$ cat src/rtl/sdas_defs.vh
`ifndef SDAS_DEFS_VH
`define SDAS_DEFS_VH

// ****************************************************************
// Register map (byte addresses)
// ****************************************************************
`define SDAS_ADDR_CTRL 4'h0
`define SDAS_ADDR_STAT 4'h4
`define SDAS_ADDR_MASK 4'h8
`define SDAS_ADDR_RSLT 4'hC

// ****************************************************************
// Control register fields
// ****************************************************************
`define SDAS_CTRL_START 0
`define SDAS_CTRL_STOP 1
`define SDAS_CTRL_MODE_LO 2
`define SDAS_CTRL_MODE_HI 3
`define SDAS_CTRL_RES8 4
`define SDAS_CTRL_SEL_LO 8
`define SDAS_CTRL_SEL_HI 11

// ****************************************************************
// Status register fields (done and overrun are sticky)
// ****************************************************************
`define SDAS_STAT_DONE 0
`define SDAS_STAT_OVR 1
`define SDAS_STAT_BUSY 2
`define SDAS_STAT_PRIMED 3
`define SDAS_IRQ_W 2

// ****************************************************************
// Modes, priming and decimation
// ****************************************************************
`define SDAS_MODE_SINGLE 2'h0
`define SDAS_MODE_MULTI 2'h1
`define SDAS_MODE_CONT 2'h2
`define SDAS_MODE_TURBO 2'h3
`define SDAS_PRIME_LAST 2'h3
`define SDAS_DEC12_M1 6'h3F
`define SDAS_DEC8_M1 6'h1F
`define SDAS_R12_SAT 24
`define SDAS_R12_HI 23
`define SDAS_R8_SAT 20
`define SDAS_R8_HI 19
`define SDAS_R_LO 12
`define SDAS_RESP_OKAY 2'h0
`define SDAS_RESP_SLVERR 2'h2

`endif

$ cat src/rtl/sdas_sticky.v
`timescale 1ns/1ns
`include "sdas_defs.vh"

module sdas_sticky #(
   parameter W = 2
) (
   input wire aclk,
   input wire aresetn,
   input wire [W-1:0] set,
   input wire [W-1:0] clr,
   output reg [W-1:0] flag_q
);

   // A set arriving together with its clear wins, so no event is lost.
   always @(posedge aclk) begin
      if (!aresetn) begin
         flag_q <= {W{1'b0}};
      end else begin
         flag_q <= set | (flag_q & ~clr);
      end
   end

endmodule

$ cat src/rtl/sdas_sinc4.v
`timescale 1ns/1ns
`include "sdas_defs.vh"

module sdas_sinc4 #(
   parameter ACC_W = 25,
   parameter CNT_W = 6
) (
   input wire aclk,
   input wire aresetn,
   input wire clear,
   input wire bit_in,
   input wire bit_valid,
   input wire [CNT_W-1:0] ratio_m1,
   output reg [ACC_W-1:0] out_word,
   output reg out_valid
);

   reg [ACC_W-1:0] integ_q [0:3];
   reg [ACC_W-1:0] dly_q [0:3];
   reg [ACC_W-1:0] stage [0:4];
   reg [CNT_W-1:0] dcnt_q;
   wire dec_tick;
   integer k;
   integer j;

   assign dec_tick = bit_valid && (dcnt_q == ratio_m1);

   // fourth-order sinc
   // Four integrators and four combs give the fourth-power sinc response.
   always @* begin
      stage[0] = integ_q[3];
      for (j = 0; j < 4; j = j + 1) begin
         stage[j+1] = stage[j] - dly_q[j];
      end
   end

   // A clear empties the whole pipeline so old samples leave no trace.
   always @(posedge aclk) begin
      if (!aresetn || clear) begin
         for (k = 0; k < 4; k = k + 1) begin
            integ_q[k] <= {ACC_W{1'b0}};
            dly_q[k] <= {ACC_W{1'b0}};
         end
         dcnt_q <= {CNT_W{1'b0}};
         out_word <= {ACC_W{1'b0}};
         out_valid <= 1'b0;
      end else begin
         out_valid <= dec_tick;
         if (bit_valid) begin
            integ_q[0] <= integ_q[0] + {{(ACC_W-1){1'b0}}, bit_in};
            for (k = 1; k < 4; k = k + 1) begin
               integ_q[k] <= integ_q[k] + integ_q[k-1];
            end
            dcnt_q <= dec_tick ? {CNT_W{1'b0}} : dcnt_q + {{(CNT_W-1){1'b0}}, 1'b1};
         end
         if (dec_tick) begin
            for (k = 0; k < 4; k = k + 1) begin
               dly_q[k] <= stage[k];
            end
            out_word <= stage[4];
         end
      end
   end

endmodule

$ cat src/rtl/sdas_top.v
`timescale 1ns/1ns
`include "sdas_defs.vh"


module sdas_top #(
   parameter ACC_W = 25,
   parameter CNT_W = 6,
   parameter RES_W = 12,
   parameter SEL_W = 4
) (
   input wire aclk,
   input wire aresetn,
   input wire [3:0] s_axi_awaddr,
   input wire s_axi_awvalid,
   output reg s_axi_awready,
   input wire [31:0] s_axi_wdata,
   input wire [3:0] s_axi_wstrb,
   input wire s_axi_wvalid,
   output reg s_axi_wready,
   output reg [1:0] s_axi_bresp,
   output reg s_axi_bvalid,
   input wire s_axi_bready,
   input wire [3:0] s_axi_araddr,
   input wire s_axi_arvalid,
   output reg s_axi_arready,
   output reg [31:0] s_axi_rdata,
   output reg [1:0] s_axi_rresp,
   output reg s_axi_rvalid,
   input wire s_axi_rready,
   input wire mod_bit,
   input wire mod_bit_valid,
   input wire conv_start,
   output reg mod_en_q,
   output reg mod_rst_q,
   output reg [SEL_W-1:0] chan_sel_q,
   output wire conv_done,
   output reg irq_q
);

   localparam [2:0] ST_IDLE = 3'b001;
   localparam [2:0] ST_RUN = 3'b010;
   localparam [2:0] ST_HOLD = 3'b100;

   // ****************************************************************
   // Register bus
   // ****************************************************************
   reg [3:0] awaddr_q;
   reg [31:0] wdata_q;
   reg [3:0] wstrb_q;
   reg aw_have_q;
   reg w_have_q;
   reg [1:0] mode_q;
   reg res8_q;
   reg [`SDAS_IRQ_W-1:0] mask_q;
   reg [RES_W-1:0] result_q;
   wire wr_fire;
   wire ctrl_wr;
   wire start_wr;
   wire stop_wr;
   wire sel_wr;
   wire rd_result;
   wire [`SDAS_IRQ_W-1:0] flag_q;
   reg [31:0] rd_word;
   reg rd_ok;

   assign wr_fire = aw_have_q && w_have_q && !s_axi_bvalid;
   assign ctrl_wr = wr_fire && (awaddr_q == `SDAS_ADDR_CTRL);
   assign start_wr = ctrl_wr && wstrb_q[0] && wdata_q[`SDAS_CTRL_START];
   assign stop_wr = ctrl_wr && wstrb_q[0] && wdata_q[`SDAS_CTRL_STOP];
   assign sel_wr = ctrl_wr && wstrb_q[1] &&
      (wdata_q[`SDAS_CTRL_SEL_HI:`SDAS_CTRL_SEL_LO] != chan_sel_q);
   assign rd_result = s_axi_arvalid && s_axi_arready &&
      (s_axi_araddr == `SDAS_ADDR_RSLT);

   always @(posedge aclk) begin
      if (!aresetn) begin
         s_axi_awready <= 1'b1;
         s_axi_wready <= 1'b1;
         s_axi_bvalid <= 1'b0;
         s_axi_bresp <= `SDAS_RESP_OKAY;
         aw_have_q <= 1'b0;
         w_have_q <= 1'b0;
         awaddr_q <= 4'h0;
         wdata_q <= 32'h0;
         wstrb_q <= 4'h0;
      end else begin
         if (s_axi_awvalid && s_axi_awready) begin
            awaddr_q <= s_axi_awaddr;
            aw_have_q <= 1'b1;
            s_axi_awready <= 1'b0;
         end
         if (s_axi_wvalid && s_axi_wready) begin
            wdata_q <= s_axi_wdata;
            wstrb_q <= s_axi_wstrb;
            w_have_q <= 1'b1;
            s_axi_wready <= 1'b0;
         end
         if (wr_fire) begin
            aw_have_q <= 1'b0;
            w_have_q <= 1'b0;
            s_axi_bvalid <= 1'b1;
            s_axi_bresp <= (awaddr_q[1:0] == 2'h0) ? `SDAS_RESP_OKAY : `SDAS_RESP_SLVERR;
         end
         if (s_axi_bvalid && s_axi_bready) begin
            s_axi_bvalid <= 1'b0;
            s_axi_awready <= 1'b1;
            s_axi_wready <= 1'b1;
         end
      end
   end

   // Mode, resolution, select and mask are held; start and stop are strobes.
   always @(posedge aclk) begin
      if (!aresetn) begin
         mode_q <= `SDAS_MODE_SINGLE;
         res8_q <= 1'b0;
         chan_sel_q <= {SEL_W{1'b0}};
         mask_q <= {`SDAS_IRQ_W{1'b0}};
      end else begin
         if (ctrl_wr && wstrb_q[0]) begin
            mode_q <= wdata_q[`SDAS_CTRL_MODE_HI:`SDAS_CTRL_MODE_LO];
            res8_q <= wdata_q[`SDAS_CTRL_RES8];
         end
         if (ctrl_wr && wstrb_q[1]) begin
            chan_sel_q <= wdata_q[`SDAS_CTRL_SEL_HI:`SDAS_CTRL_SEL_LO];
         end
         if (wr_fire && wstrb_q[0] && (awaddr_q == `SDAS_ADDR_MASK)) begin
            mask_q <= wdata_q[`SDAS_IRQ_W-1:0];
         end
      end
   end

   // ****************************************************************
   // Decimator and sequencer
   // ****************************************************************
   reg [2:0] state_q;
   reg [1:0] prime_q;
   reg dec_clr_q;
   reg new_res;
   wire [ACC_W-1:0] dec_word;
   wire dec_valid;
   wire trig;
   reg [RES_W-1:0] scaled;

   assign trig = start_wr || conv_start;

   sdas_sinc4 #(
      .ACC_W(ACC_W),
      .CNT_W(CNT_W)
   ) u_dec (
      .aclk(aclk),
      .aresetn(aresetn),
      .clear(dec_clr_q || !mod_en_q),
      .bit_in(mod_bit),
      .bit_valid(mod_bit_valid),
      .ratio_m1(res8_q ? `SDAS_DEC8_M1 : `SDAS_DEC12_M1),
      .out_word(dec_word),
      .out_valid(dec_valid)
   );

   // Full-scale input lands exactly on the next power of two, so saturate.
   always @* begin
      scaled = {RES_W{1'b0}};
      if (res8_q) begin
         scaled[RES_W-1:RES_W-8] = dec_word[`SDAS_R8_SAT] ? 8'hFF :
            dec_word[`SDAS_R8_HI:`SDAS_R_LO];
      end else begin
         scaled = dec_word[`SDAS_R12_SAT] ? {RES_W{1'b1}} :
            dec_word[`SDAS_R12_HI:`SDAS_R_LO];
      end
   end

   always @(posedge aclk) begin
      if (!aresetn) begin
         state_q <= ST_IDLE;
         prime_q <= 2'h0;
         dec_clr_q <= 1'b0;
         mod_rst_q <= 1'b0;
         mod_en_q <= 1'b0;
         new_res <= 1'b0;
         result_q <= {RES_W{1'b0}};
      end else begin
         dec_clr_q <= 1'b0;
         mod_rst_q <= 1'b0;
         new_res <= 1'b0;
         case (state_q)
            ST_IDLE: begin
               mod_en_q <= 1'b0;
               if (trig && !stop_wr) begin
                  state_q <= ST_RUN;
                  mod_en_q <= 1'b1;
                  mod_rst_q <= 1'b1;
                  dec_clr_q <= 1'b1;
                  prime_q <= 2'h0;
               end
            end
            ST_RUN: begin
               if (stop_wr) begin
                  state_q <= ST_IDLE;
                  mod_en_q <= 1'b0;
               end else if (sel_wr) begin
                  prime_q <= 2'h0;
               end else if (dec_valid && !dec_clr_q) begin
                  if (prime_q != `SDAS_PRIME_LAST) begin
                     prime_q <= prime_q + 2'h1;
                  end else begin
                     result_q <= scaled;
                     new_res <= 1'b1;
                     case (mode_q)
                        `SDAS_MODE_SINGLE: begin
                           state_q <= ST_HOLD;
                           mod_en_q <= 1'b0;
                        end
                        `SDAS_MODE_MULTI: begin
                           dec_clr_q <= 1'b1;
                           mod_rst_q <= 1'b1;
                           prime_q <= 2'h0;
                        end
                        `SDAS_MODE_TURBO: begin
                           dec_clr_q <= 1'b1;
                           prime_q <= 2'h0;
                        end
                        default: begin
                           prime_q <= `SDAS_PRIME_LAST;
                        end
                     endcase
                  end
               end
            end
            ST_HOLD: begin
               if (rd_result || stop_wr) begin
                  state_q <= ST_IDLE;
               end
            end
            default: begin
               state_q <= ST_IDLE;
               mod_en_q <= 1'b0;
            end
         endcase
      end
   end

   // ****************************************************************
   // Status, done output and interrupt
   // ****************************************************************
   wire [`SDAS_IRQ_W-1:0] flag_set;
   wire [`SDAS_IRQ_W-1:0] flag_clr;
   wire w1c;

   assign w1c = wr_fire && wstrb_q[0] && (awaddr_q == `SDAS_ADDR_STAT);
   assign flag_set = {new_res && flag_q[`SDAS_STAT_DONE] && !rd_result, new_res};
   assign flag_clr = {w1c && wdata_q[`SDAS_STAT_OVR],
      rd_result || (w1c && wdata_q[`SDAS_STAT_DONE])};

   sdas_sticky #(
      .W(`SDAS_IRQ_W)
   ) u_flags (
      .aclk(aclk),
      .aresetn(aresetn),
      .set(flag_set),
      .clr(flag_clr),
      .flag_q(flag_q)
   );

   assign conv_done = flag_q[`SDAS_STAT_DONE];

   always @(posedge aclk) begin
      if (!aresetn) begin
         irq_q <= 1'b0;
      end else begin
         irq_q <= |(flag_q & mask_q);
      end
   end

   // ****************************************************************
   // Read channel
   // ****************************************************************
   always @* begin
      rd_word = 32'h0;
      rd_ok = 1'b1;
      case (s_axi_araddr)
         `SDAS_ADDR_CTRL: begin
            rd_word[`SDAS_CTRL_MODE_HI:`SDAS_CTRL_MODE_LO] = mode_q;
            rd_word[`SDAS_CTRL_RES8] = res8_q;
            rd_word[`SDAS_CTRL_SEL_HI:`SDAS_CTRL_SEL_LO] = chan_sel_q;
         end
         `SDAS_ADDR_STAT: begin
            rd_word[`SDAS_IRQ_W-1:0] = flag_q;
            rd_word[`SDAS_STAT_BUSY] = (state_q == ST_RUN);
            rd_word[`SDAS_STAT_PRIMED] = (prime_q == `SDAS_PRIME_LAST);
         end
         `SDAS_ADDR_MASK: begin
            rd_word[`SDAS_IRQ_W-1:0] = mask_q;
         end
         `SDAS_ADDR_RSLT: begin
            rd_word[RES_W-1:0] = result_q;
         end
         default: begin
            rd_ok = 1'b0;
         end
      endcase
   end

   always @(posedge aclk) begin
      if (!aresetn) begin
         s_axi_arready <= 1'b1;
         s_axi_rvalid <= 1'b0;
         s_axi_rdata <= 32'h0;
         s_axi_rresp <= `SDAS_RESP_OKAY;
      end else begin
         if (s_axi_arvalid && s_axi_arready) begin
            s_axi_arready <= 1'b0;
            s_axi_rvalid <= 1'b1;
            s_axi_rdata <= rd_word;
            s_axi_rresp <= rd_ok ? `SDAS_RESP_OKAY : `SDAS_RESP_SLVERR;
         end
         if (s_axi_rvalid && s_axi_rready) begin
            s_axi_rvalid <= 1'b0;
            s_axi_arready <= 1'b1;
         end
      end
   end

endmodule

$ cat config.mk
export PLATFORM = sky130hd
export DESIGN_NAME = sdas_top
export DESIGN_NICKNAME = d
export VERILOG_FILES = /design/src/rtl/sdas_sticky.v /design/src/rtl/sdas_sinc4.v /design/src/rtl/sdas_top.v
export VERILOG_INCLUDE_DIRS = /design/src /design/src/rtl
export SDC_FILE = /design/constraint.sdc
export NUM_CORES = 1
export LEC_CHECK = 0
export ABC_CLOCK_PERIOD_IN_PS = 7550
export BUFFER_PORTS_ARGS = -buffer_cell sky130_fd_sc_hd__buf_2
export CORE_UTILIZATION = 55
export DETAILED_ROUTE_END_ITERATION = 8
export PLACE_DENSITY = 0.73
export SYNTH_ARGS = -nofsm -noshare
export SYNTH_HDL_FRONTEND = slang
export SYNTH_SLANG_ARGS = --single-unit
$ cat constraint.sdc
create_clock -name aclk -period 7.55 [get_ports aclk]
set_input_delay 0.755 -clock aclk [delete_from_list [all_inputs] [get_ports aclk]]
set_output_delay 0.755 -clock aclk [all_outputs]
set_load 0.03 [all_outputs]
==> results of run 1 <==
## routing by layer
layer,GRT usage [%],part of all wire [%],vias to the layer above
li1,-,-,6966
met1,25.4,45,6362
met2,36.9,50,203
met3,2.27,3.1,58
met4,5.54,2.2,0
met5,0,0,-
## final timing paths
path                                           from                              end
hold reg to reg            awaddr_q[1]$_SDFFE_PN0P_         awaddr_q[1]$_SDFFE_PN0P_
setup reg to reg  u_dec.integ_q[3][0]$_SDFFCE_PN0P_  u_dec.out_word[24]$_SDFFE_PP0P_
setup / recovery  u_dec.integ_q[3][0]$_SDFFCE_PN0P_  u_dec.out_word[24]$_SDFFE_PP0P_
hold / removal                         s_axi_wvalid        s_axi_wready$_SDFFE_PP1P_
## area by class of cell
class                      count  area share [%]
sequential                   289            37.9
clock buffer                  50            4.83
multi-input combinational   1464            49.3
inverter                     149            2.72
tap                          442            2.69
timing repair buffer          76            2.11
clock inverter                 8           0.463
## sequential cells by signal, indices dropped and copies added, names as in the netlist, 3 cells and up
register,count
awaddr_q,4
chan_sel_q,4
state_q,3
s_axi_rdata,12
u_dec.dcnt_q,6
u_dec.dly_q,100
wdata_q,9
result_q,12
u_dec.integ_q,100
u_dec.out_word,13
## through the flow
| stage | std cells | hold WS (ns) | util [%] | area (um^2) | setup slack (ns) |
|---|---|---|---|---|---|
| floorplan | 1969 | 0.432 | - | 18700 | 0.729 |
| finish | 2478 | 0.393 | 62.5 | 20500 | 0.436 |
| CTS | 2467 | 0.360 | 61.8 | 20300 | 0.00414 |
| global placement | 2409 | 0.443 | 58.5 | 19200 | 0.104 |
| global route | 2478 | 0.376 | 62.5 | 20500 | -0.0144 |
| detailed placement | 2409 | 0.447 | 58.5 | 19200 | 0.0163 |
## cell usage after synthesis, drive strengths merged (4+ instances only)
cell | count | area share [%]
a2111oi | 4 | 0.22
xor2 | 66 | 3.1
nor2b | 36 | 1.2
mux2i | 15 | 0.81
a21o | 56 | 2.3
o22ai | 7 | 0.30
a21oi | 160 | 4.4
fa | 6 | 0.65
xnor2 | 92 | 4.4
or2 | 6 | 0.20
a222oi | 5 | 0.27
o21bai | 16 | 0.65
inv | 149 | 3.0
o211ai | 7 | 0.28
ha | 171 | 12
nand2b | 28 | 0.94
nand2 | 97 | 2.0
a31oi | 13 | 0.52
nor3 | 34 | 0.94
buf | 24 | 0.97
or3 | 13 | 0.44
a22oi | 8 | 0.32
nor3b | 8 | 0.32
nand4 | 19 | 0.64
nand3b | 5 | 0.20
clkbuf | 43 | 0.94
a21boi | 8 | 0.32
and4 | 4 | 0.19
o21a | 18 | 0.73
o31ai | 5 | 0.20
edfxtp | 200 | 32
o21ai | 89 | 2.4
and2 | 104 | 3.5
dfxtp | 89 | 9.6
a211oi | 13 | 0.53
nor2 | 229 | 4.6
a311oi | 4 | 0.19
and3 | 19 | 0.65
a31o | 4 | 0.19
nand3 | 32 | 0.86
a221o | 4 | 0.22
## cell usage in the layout, fill, tap and decap left out, types with 13 or more instances in the layout
master	Yosys	layout
sky130_fd_sc_hd__o21a_1	18	18
sky130_fd_sc_hd__nand4_1	19	19
sky130_fd_sc_hd__ha_1	171	168
sky130_fd_sc_hd__a21o_1	54	54
sky130_fd_sc_hd__buf_4	22	21
sky130_fd_sc_hd__o21bai_1	16	16
sky130_fd_sc_hd__xor2_1	66	66
sky130_fd_sc_hd__edfxtp_1	200	200
sky130_fd_sc_hd__o21ai_1	35	32
sky130_fd_sc_hd__mux2i_1	15	15
sky130_fd_sc_hd__and2_1	104	104
sky130_fd_sc_hd__clkbuf_16	0	34
sky130_fd_sc_hd__nor2b_1	36	36
sky130_fd_sc_hd__nand3_1	32	32
sky130_fd_sc_hd__buf_2	0	55
sky130_fd_sc_hd__nor3_1	33	33
sky130_fd_sc_hd__o21ai_0	53	52
sky130_fd_sc_hd__or3_1	13	13
sky130_fd_sc_hd__nand2b_1	28	27
sky130_fd_sc_hd__a21oi_1	157	154
sky130_fd_sc_hd__and3_1	17	17
sky130_fd_sc_hd__inv_1	146	146
sky130_fd_sc_hd__nand2_1	97	94
sky130_fd_sc_hd__xnor2_1	91	90
sky130_fd_sc_hd__nor2_1	229	228
sky130_fd_sc_hd__conb_1	1	22
sky130_fd_sc_hd__dfxtp_1	89	89
## logic make-up after synthesis
family,share of synthesized area [%]
xor+xnor,7.68
other cells,0.0202
flops,41.9
compound gates,15.4
simple gates,16.9
buf+inv,4.92
mux,0.990
fa+ha+maj,12.2
## timing repair
item | CTS | global route
gates resized for setup | 1 | 23
pin swaps | 0 | 12
endpoints found under the setup margin | 1 | 10
setup buffers | 0 | 11
hold endpoints to repair | 0 | 0
==> impl_metrics.ini, run 1 <==
[synth]
ys_ff_latch = 289
synth.yosys.seq_area_share_pct = 41.9
post_synth_instance_area_um2 = 18600
postSynth.topFlopCell = sky130_fd_sc_hd__edfxtp_1
synth.distinct_cells = 82
synthesis.area_per_instance_um2 = 9.54
asyncSetResetFlopFracSynth_pct = 0
syn_inst = 1948
yosysWarningCount = 0
synth-edff-count = 200

[placement]
finalWeightedCongestion = 0.929
place_hpwl_mm = 25.4
place.port_buffers = 55

[final_layout]
final_layout_size_suffix_gt1_share_pct = 8.84
syn2layout_area_growth_pct = 10.5
multiInputGateArea_um2 = 10100
layout.nets = 2242
register_area_um2 = 7790
fillerInstances = 2727
antennaDiodeCount = 0

[run]
drv.max_cap_violation_count = 0

[floorplan]
start_util_pct = 56.5
die_area_um2 = 34500
io_pins = 103
dieHeight_um = 186
rows = 66
core_area_um2 = 32900
die-width_um = 186

[worst_setup_path]
arrival_ns = 7.54
critical-path-top-delay-family = compound AO/OA/AOI/OAI gates
critical_path.max_fanout = 6
launching_element_type_of_the_critical_path = register
critical_path.slowest_cell = sky130_fd_sc_hd__fa_1
r2r_slack_ns = 0.44
crit_path_max_incr_delay_ns = 0.41
timing.critical_path.buf_inv = 3
cp_data_required_time_ns = 7.97
r2r.worst_path.cells = 37
timing.setup.critical_path_class = register to register
worstSetupPathDepth = 37
crit_path_frequent_cell = sky130_fd_sc_hd__a21o_1
critPathCaptureType = register

[drt]
routedWlPerCell_um = 14.1
post_drt_via_cell_ratio = 5.48
drc = 0
antenna_left = 0
drt_iter0_drc = 548
detailedRoute.firstPassIterationCount = 5
detail_route.wirelength_mm = 34.9
dr_vias = 13600

[sta]
finalClockSkew_ns = 0.0202
max_slew.worst_pin.slew_ns = 1.11
timing.max_slew.rel_slack_pct = 25.9
setup_tns_ns = 0
timing.final.setup_violations = 0
max_freq_mhz = 141
final.min_clock_period_ns = 7.11
layout_worst_path_cycle_share_pct = 94.2
timing.final.hold_violations = 0
final_count_of_pins_violating_max_slew = 0

[grt]
grt_pass1_wl_mm = 58.4
via_count_of_the_first_global_routing_pass = 13000
global_route.usage.total_pct = 20.3
grt_max_degree = 89
gr-total-overflow = 0
antenna_found_initial = 0

[cts]
cts_buffers = 31
clk_transition_reported_paths_ns = 0.06
holdBufCountCts = 0
cts_root_buf = sky130_fd_sc_hd__clkbuf_16
htreeDepth = 1
clock_tree_from_tritoncts = yes
cts_num_sinks = 289
insertion_delay_ns = 0.57
clock_tree_buffer_depth = 3

[worst_hold_path]
min_delay_worst_type = input pin to register
timing.hold.worst_path_depth = 2

[status]
run_status = finished, final reports clean
Power of run 1 is left out: the tool's default activity adds up to more than one toggle a clock period on the data nets, which glitch-free logic cannot reach.
==> run 2, diff against run 1 <==
Settings changed: ABC_AREA set to 1.
==> impl_metrics.ini, run 2 <==
[worst_setup_path]
crit_path_frequent_cell = sky130_fd_sc_hd__nand2_1
timing.setup.critical_path_class = register to register
crit_path_max_incr_delay_ns = 0.49
critical_path.slowest_cell = sky130_fd_sc_hd__nor4_1
launching_element_type_of_the_critical_path = register
critical_path.max_fanout = 6
cp_data_required_time_ns = 7.96
critPathCaptureType = register
r2r_slack_ns = 0.79
arrival_ns = 7.17

[placement]
placement.cell_area_um2 = 20400
post-place-ws_ns = 0.923
place_hpwl_mm = 31.1
finalWeightedCongestion = 0.879
place.port_buffers = 55

[cts]
insertion_delay_ns = 0.53
clock_tree_buffer_depth = 3
cts_root_buf = sky130_fd_sc_hd__clkbuf_16
clock_tree_from_tritoncts = yes
htreeDepth = 2
postCtsSetupBuffers = 0
cts_buffers = 35
holdBufCountCts = 0
clk_transition_reported_paths_ns = 0.06
cts.repair.resized = 0
cts_num_sinks = 289

[synth]
yosys.area.top_type_share_pct = 30.4
synth.cells.most_frequent = sky130_fd_sc_hd__inv_1, sky130_fd_sc_hd__nand2_1, sky130_fd_sc_hd__a21oi_1
synthesis.area_per_instance_um2 = 7.86
synth.distinct_cells = 60
postSynth.topFlopCell = sky130_fd_sc_hd__edfxtp_1
synth-edff-count = 200
yosysWarningCount = 0
synthMostInstantiatedCell = sky130_fd_sc_hd__inv_1
ys_ff_latch = 289
yosys-top-cells-area = sky130_fd_sc_hd__edfxtp_1, sky130_fd_sc_hd__ha_1, sky130_fd_sc_hd__dfxtp_1
yosysTopAreaCell = sky130_fd_sc_hd__edfxtp_1
synth.yosys.seq_area_share_pct = 39.4
post_synth_instance_area_um2 = 19800
asyncSetResetFlopFracSynth_pct = 0
syn_inst = 2513

[sta]
max_freq_mhz = 148
setup_slack_ns = 0.792
timing.final.hold_violations = 0
timing.max_slew.rel_slack_pct = 26.3
final_count_of_pins_violating_max_slew = 0
max_slew.worst_pin.slew_ns = 1.11
unrepaired_setup_endpoints_after_global_routing = no
timing.final.setup_violations = 0
finalClockSkew_ns = 0.0134
layout_worst_path_cycle_share_pct = 89.5
final.min_clock_period_ns = 6.76
setup_tns_ns = 0

[grt]
via_count_of_the_first_global_routing_pass = 16000
antenna_found_initial = 0
global_route.usage.total_pct = 23.2
grt_max_degree = 108
gr-total-overflow = 0
grt_pass1_wl_mm = 70.3

[floorplan]
io_pins = 103
die-width_um = 192
dieHeight_um = 192
rows = 69
die_area_um2 = 36700
start_util_pct = 55.7
core_area_um2 = 35500

[run]
drv.max_cap_violation_count = 0

[drt]
post_drt_via_cell_ratio = 5.40
drc = 0
dr_vias = 16500
antenna_left = 0
detail_route.wirelength_mm = 41.8
detailedRoute.firstPassIterationCount = 5
routedWlPerCell_um = 13.7
drt_iter0_drc = 880

[final_layout]
reg.largest.list = u_dec.dly_q x100, u_dec.integ_q x100, u_dec.out_word x13
layout.nets = 2804
syn2layout_area_growth_pct = 8.99
final_layout_size_suffix_gt1_share_pct = 7.20
register_area_um2 = 7790
antennaDiodeCount = 0
fillerInstances = 3083
commonest_non_fill_non_tap_cells_in_the_layout = sky130_fd_sc_hd__inv_1, sky130_fd_sc_hd__nand2_1, sky130_fd_sc_hd__a21oi_1, sky130_fd_sc_hd__nor2_1, sky130_fd_sc_hd__edfxtp_1
final_common_cell = sky130_fd_sc_hd__inv_1
multiInputGateArea_um2 = 10200
layout.cell_area.non_filler_um2 = 21500

[worst_hold_path]
min_delay_worst_type = register to register

[status]
run_status = finished, final reports clean
## run 2: layer usage
layer	GRT usage, %	up-vias	wire, um
li1	-	8563	-
met1	26.5	7580	17600
met2	43.6	301	21500
met3	3.30	83	1470
met4	8.30	0	1180
met5	0	-	0
## run 2: path summary, 6_finish.rpt
kind                            cells after the start                              end                         startpoint
worst max-delay path                               38  u_dec.out_word[24]$_SDFFE_PP0P_  u_dec.integ_q[3][0]$_SDFFCE_PN0P_
worst min-delay path                                2      s_axi_bresp[1]$_SDFFE_PN0P_        s_axi_bresp[1]$_SDFFE_PN0P_
worst max register to register                     38  u_dec.out_word[24]$_SDFFE_PP0P_  u_dec.integ_q[3][0]$_SDFFCE_PN0P_
worst min register to register                      2      s_axi_bresp[1]$_SDFFE_PN0P_        s_axi_bresp[1]$_SDFFE_PN0P_
## run 2: per-stage QoR
step | std cells | utilization [%] | hold slack (ns)
after floorplan | 2534 | - | 0.426
after global placement | 2997 | 57.6 | 0.441
after global routing | 3059 | 60.7 | 0.453
after CTS | 3059 | 60.7 | 0.447
after detailed placement | 2997 | 57.6 | 0.448
final | 3059 | 60.7 | 0.456
## run 2: final cells by class
class / count / share of cell area [%]
tap: 461 / 2.68
clock buffer: 49 / 4.69
sequential: 289 / 36.2
inverter: 421 / 7.37
multi-input combinational: 1767 / 47.2
timing repair buffer: 59 / 1.42
clock inverter: 13 / 0.453
## run 2: kinds of logic (layout without fill, tap and decap cells)
logic type                 count (synthesis)  after routing  share of synthesized area (%)
other                                      1             22                         0.0190
AOI/OAI and AO/OA                        596            596                           16.9
xor gates and xnor gates                  70             70                           3.10
DFF                                      289            289                           39.4
adders and majority gates                177            177                           11.4
buffers and inverters                    478            542                           9.56
and+or+nand+nor                          902            902                           19.5
## run 2: critical path, delay by kind of cell, from the launching register on
family                   cells  cell delay (ns)
AO/OA/AOI/OAI                8             1.37
flip-flops                   1             0.35
AND/OR/NAND/NOR             17             2.27
XOR/XNOR                     3             0.63
adder cells (fa/ha/maj)      5             1.67
buffers and inverters        5             0.36
Power of run 2 is left out for the same reason.
==> run 3, diff against run 2 <==
--- a/config.mk
+++ b/config.mk
@@ -12,4 +12,5 @@
 export CORE_UTILIZATION = 55
 export DETAILED_ROUTE_END_ITERATION = 8
+export GPL_TIMING_DRIVEN = 0
 export PLACE_DENSITY = 0.73
 export SYNTH_ARGS = -nofsm -noshare
==> constraint.sdc (replaced) <==
create_clock -name aclk -period 7.55 [get_ports aclk]
set_input_delay 0.755 -clock aclk [delete_from_list [all_inputs] [get_ports aclk]]
set_output_delay 0.755 -clock aclk [all_outputs]
set_load 0.005 [all_outputs]
==> impl_metrics.ini, run 3 (synthesized netlist as in run 2, its figures left out) <==
[placement]
place.port_buffers = 54
place_hpwl_mm = 35.4
finalWeightedCongestion = 0.933
post-place-ws_ns = 0.717

[worst_setup_path]
timing.critical_path.buf_inv = 6
cp_data_required_time_ns = 8.00
regToRegStartpoint = u_dec.integ_q[3][1]$_SDFFCE_PN0P_
critPathCaptureType = register
arrival_ns = 7.28
r2r.worst_path.cells = 38
worst_setup_path_startpoint = u_dec.integ_q[3][1]$_SDFFCE_PN0P_
critical_path.max_fanout = 7
timing.setup.critical_path_class = register to register
critical_path.endpoint = u_dec.out_word[22]$_SDFFE_PP0P_
launching_element_type_of_the_critical_path = register
r2r_slack_ns = 0.72
critical_path.slowest_cell = sky130_fd_sc_hd__fa_1
crit_path_frequent_cell = sky130_fd_sc_hd__nand2_1
worstSetupPathDepth = 38
worstReg2RegEnd = u_dec.out_word[22]$_SDFFE_PP0P_
crit_path_max_incr_delay_ns = 0.46
critical-path-top-delay-family = simple AND/OR/NAND/NOR gates

[drt]
detailedRoute.firstPassIterationCount = 5
detail_route.wirelength_mm = 45.9
dr_vias = 16800
post_drt_via_cell_ratio = 5.40
routedWlPerCell_um = 14.7
drt_iter0_drc = 856
drc = 0
antenna_left = 0

[floorplan]
io_pins = 103
dieHeight_um = 192
die_area_um2 = 36700
rows = 69
start_util_pct = 55.7
die-width_um = 192
core_area_um2 = 35500

[final_layout]
final_core_utilization_pct = 61.7
multiInputGateArea_um2 = 10200
syn2layout_area_growth_pct = 10.8
final_common_cell = sky130_fd_sc_hd__inv_1
antennaDiodeCount = 0
layout.nets = 2858
fillerInstances = 3075
commonest_non_fill_non_tap_cells_in_the_layout = sky130_fd_sc_hd__inv_1, sky130_fd_sc_hd__nand2_1, sky130_fd_sc_hd__a21oi_1, sky130_fd_sc_hd__nor2_1, sky130_fd_sc_hd__edfxtp_1
final_layout_size_suffix_gt1_share_pct = 7.99
register_area_um2 = 7790
reg.largest.list = u_dec.dly_q x100, u_dec.integ_q x100, u_dec.out_word x13

[grt]
grt_pass1_wl_mm = 75.2
gr-total-overflow = 0
via_count_of_the_first_global_routing_pass = 16500
global_route.usage.total_pct = 25.4
antenna_found_initial = 0
grt_max_degree = 78

[sta]
final.min_clock_period_ns = 6.83
setup_slack_ns = 0.721
setup_tns_ns = 0
timing.final.setup_violations = 0
timing.final.hold_violations = 0
max_slew.worst_pin.slew_ns = 0.922
timing.hold.ws_ns = 0.446
unrepaired_setup_endpoints_after_global_routing = no
timing.max_slew.rel_slack_pct = 38.5
final_count_of_pins_violating_max_slew = 0
finalClockSkew_ns = 0.0257
layout_worst_path_cycle_share_pct = 90.4
max_freq_mhz = 146

[status]
run_status = finished, final reports clean

[cts]
clock_tree_buffer_depth = 3
postCtsSetupBuffers = 0
clk_transition_reported_paths_ns = 0.06
holdBufCountCts = 0
insertion_delay_ns = 0.56
cts_num_sinks = 289
clock_tree_from_tritoncts = yes
cts_root_buf = sky130_fd_sc_hd__clkbuf_16
htreeDepth = 2
cts_buffers = 35
cts.repair.resized = 0

[run]
drv.max_cap_violation_count = 0

[worst_hold_path]
min_delay_worst_type = input pin to register
-- run 3: changes by cell type in the layout (fill, tap and decap cells not counted), moves of 2 or more --
cell,delta
sky130_fd_sc_hd__buf_1,+3
sky130_fd_sc_hd__buf_2,+7
sky130_fd_sc_hd__buf_4,+18
sky130_fd_sc_hd__clkbuf_1,+26
sky130_fd_sc_hd__clkinv_2,-4
sky130_fd_sc_hd__clkbuf_8,-6
sky130_fd_sc_hd__buf_16,+2
sky130_fd_sc_hd__clkinv_4,+3
sky130_fd_sc_hd__bufinv_16,+3
sky130_fd_sc_hd__inv_6,-2
-- run 3: how the worst min path moves through the flow --
stage,from,to,cells past startpoint
floorplan,u_dec.out_word[23]$_SDFFE_PP0P_,u_dec.out_word[23]$_SDFFE_PP0P_,2
global placement,s_axi_bresp[1]$_SDFFE_PN0P_,s_axi_bresp[1]$_SDFFE_PN0P_,2
detailed placement,u_dec.out_word[22]$_SDFFE_PP0P_,u_dec.out_word[22]$_SDFFE_PP0P_,2
CTS,s_axi_bready,s_axi_wready$_SDFFE_PP1P_,3
global route,s_axi_rready,s_axi_arready$_SDFFE_PP1P_,3
finish,s_axi_rready,s_axi_arready$_SDFFE_PP1P_,3
-- run 3: stage by stage --
| step | instances | instance area (um^2) |
|---|---|---|
| floorplan | 2534 | 19800 |
| global placement | 3049 | 20700 |
| detailed placement | 3051 | 20700 |
| CTS | 3114 | 21900 |
| global route | 3114 | 21900 |
| finish | 3114 | 21900 |
-- run 3: layout make-up --
class / instances / area share [%]
Tap cell: 461 / 2.63
Inverter: 421 / 7.25
Clock inverter: 18 / 0.977
Multi-Input combinational cell: 1767 / 46.4
Buffer: 57 / 1.40
Clock buffer: 45 / 4.27
Sequential cell: 289 / 35.6
Timing Repair Buffer: 56 / 1.49
-- run 3: worst reg2reg max path, delay by kind of cell (launching register included) --
kind                     cells  cell delay [ns]
flip-flops                   1             0.43
buffers and inverters        6             0.53
AO/OA/AOI/OAI                7             1.29
adder cells (fa/ha/maj)      4             1.57
XOR/XNOR                     3             0.58
AND/OR/NAND/NOR             18             2.35
-- run 3: per-layer routing --
layer,global-route usage (%),vias up,part of all wire [%]
li1,-,8656,-
met3,3.45,98,3.4
met4,9.83,0,3.0
met1,27.9,7771,41
met5,0,-,0
met2,48.7,299,53
Power of run 3 is left out for the same reason.
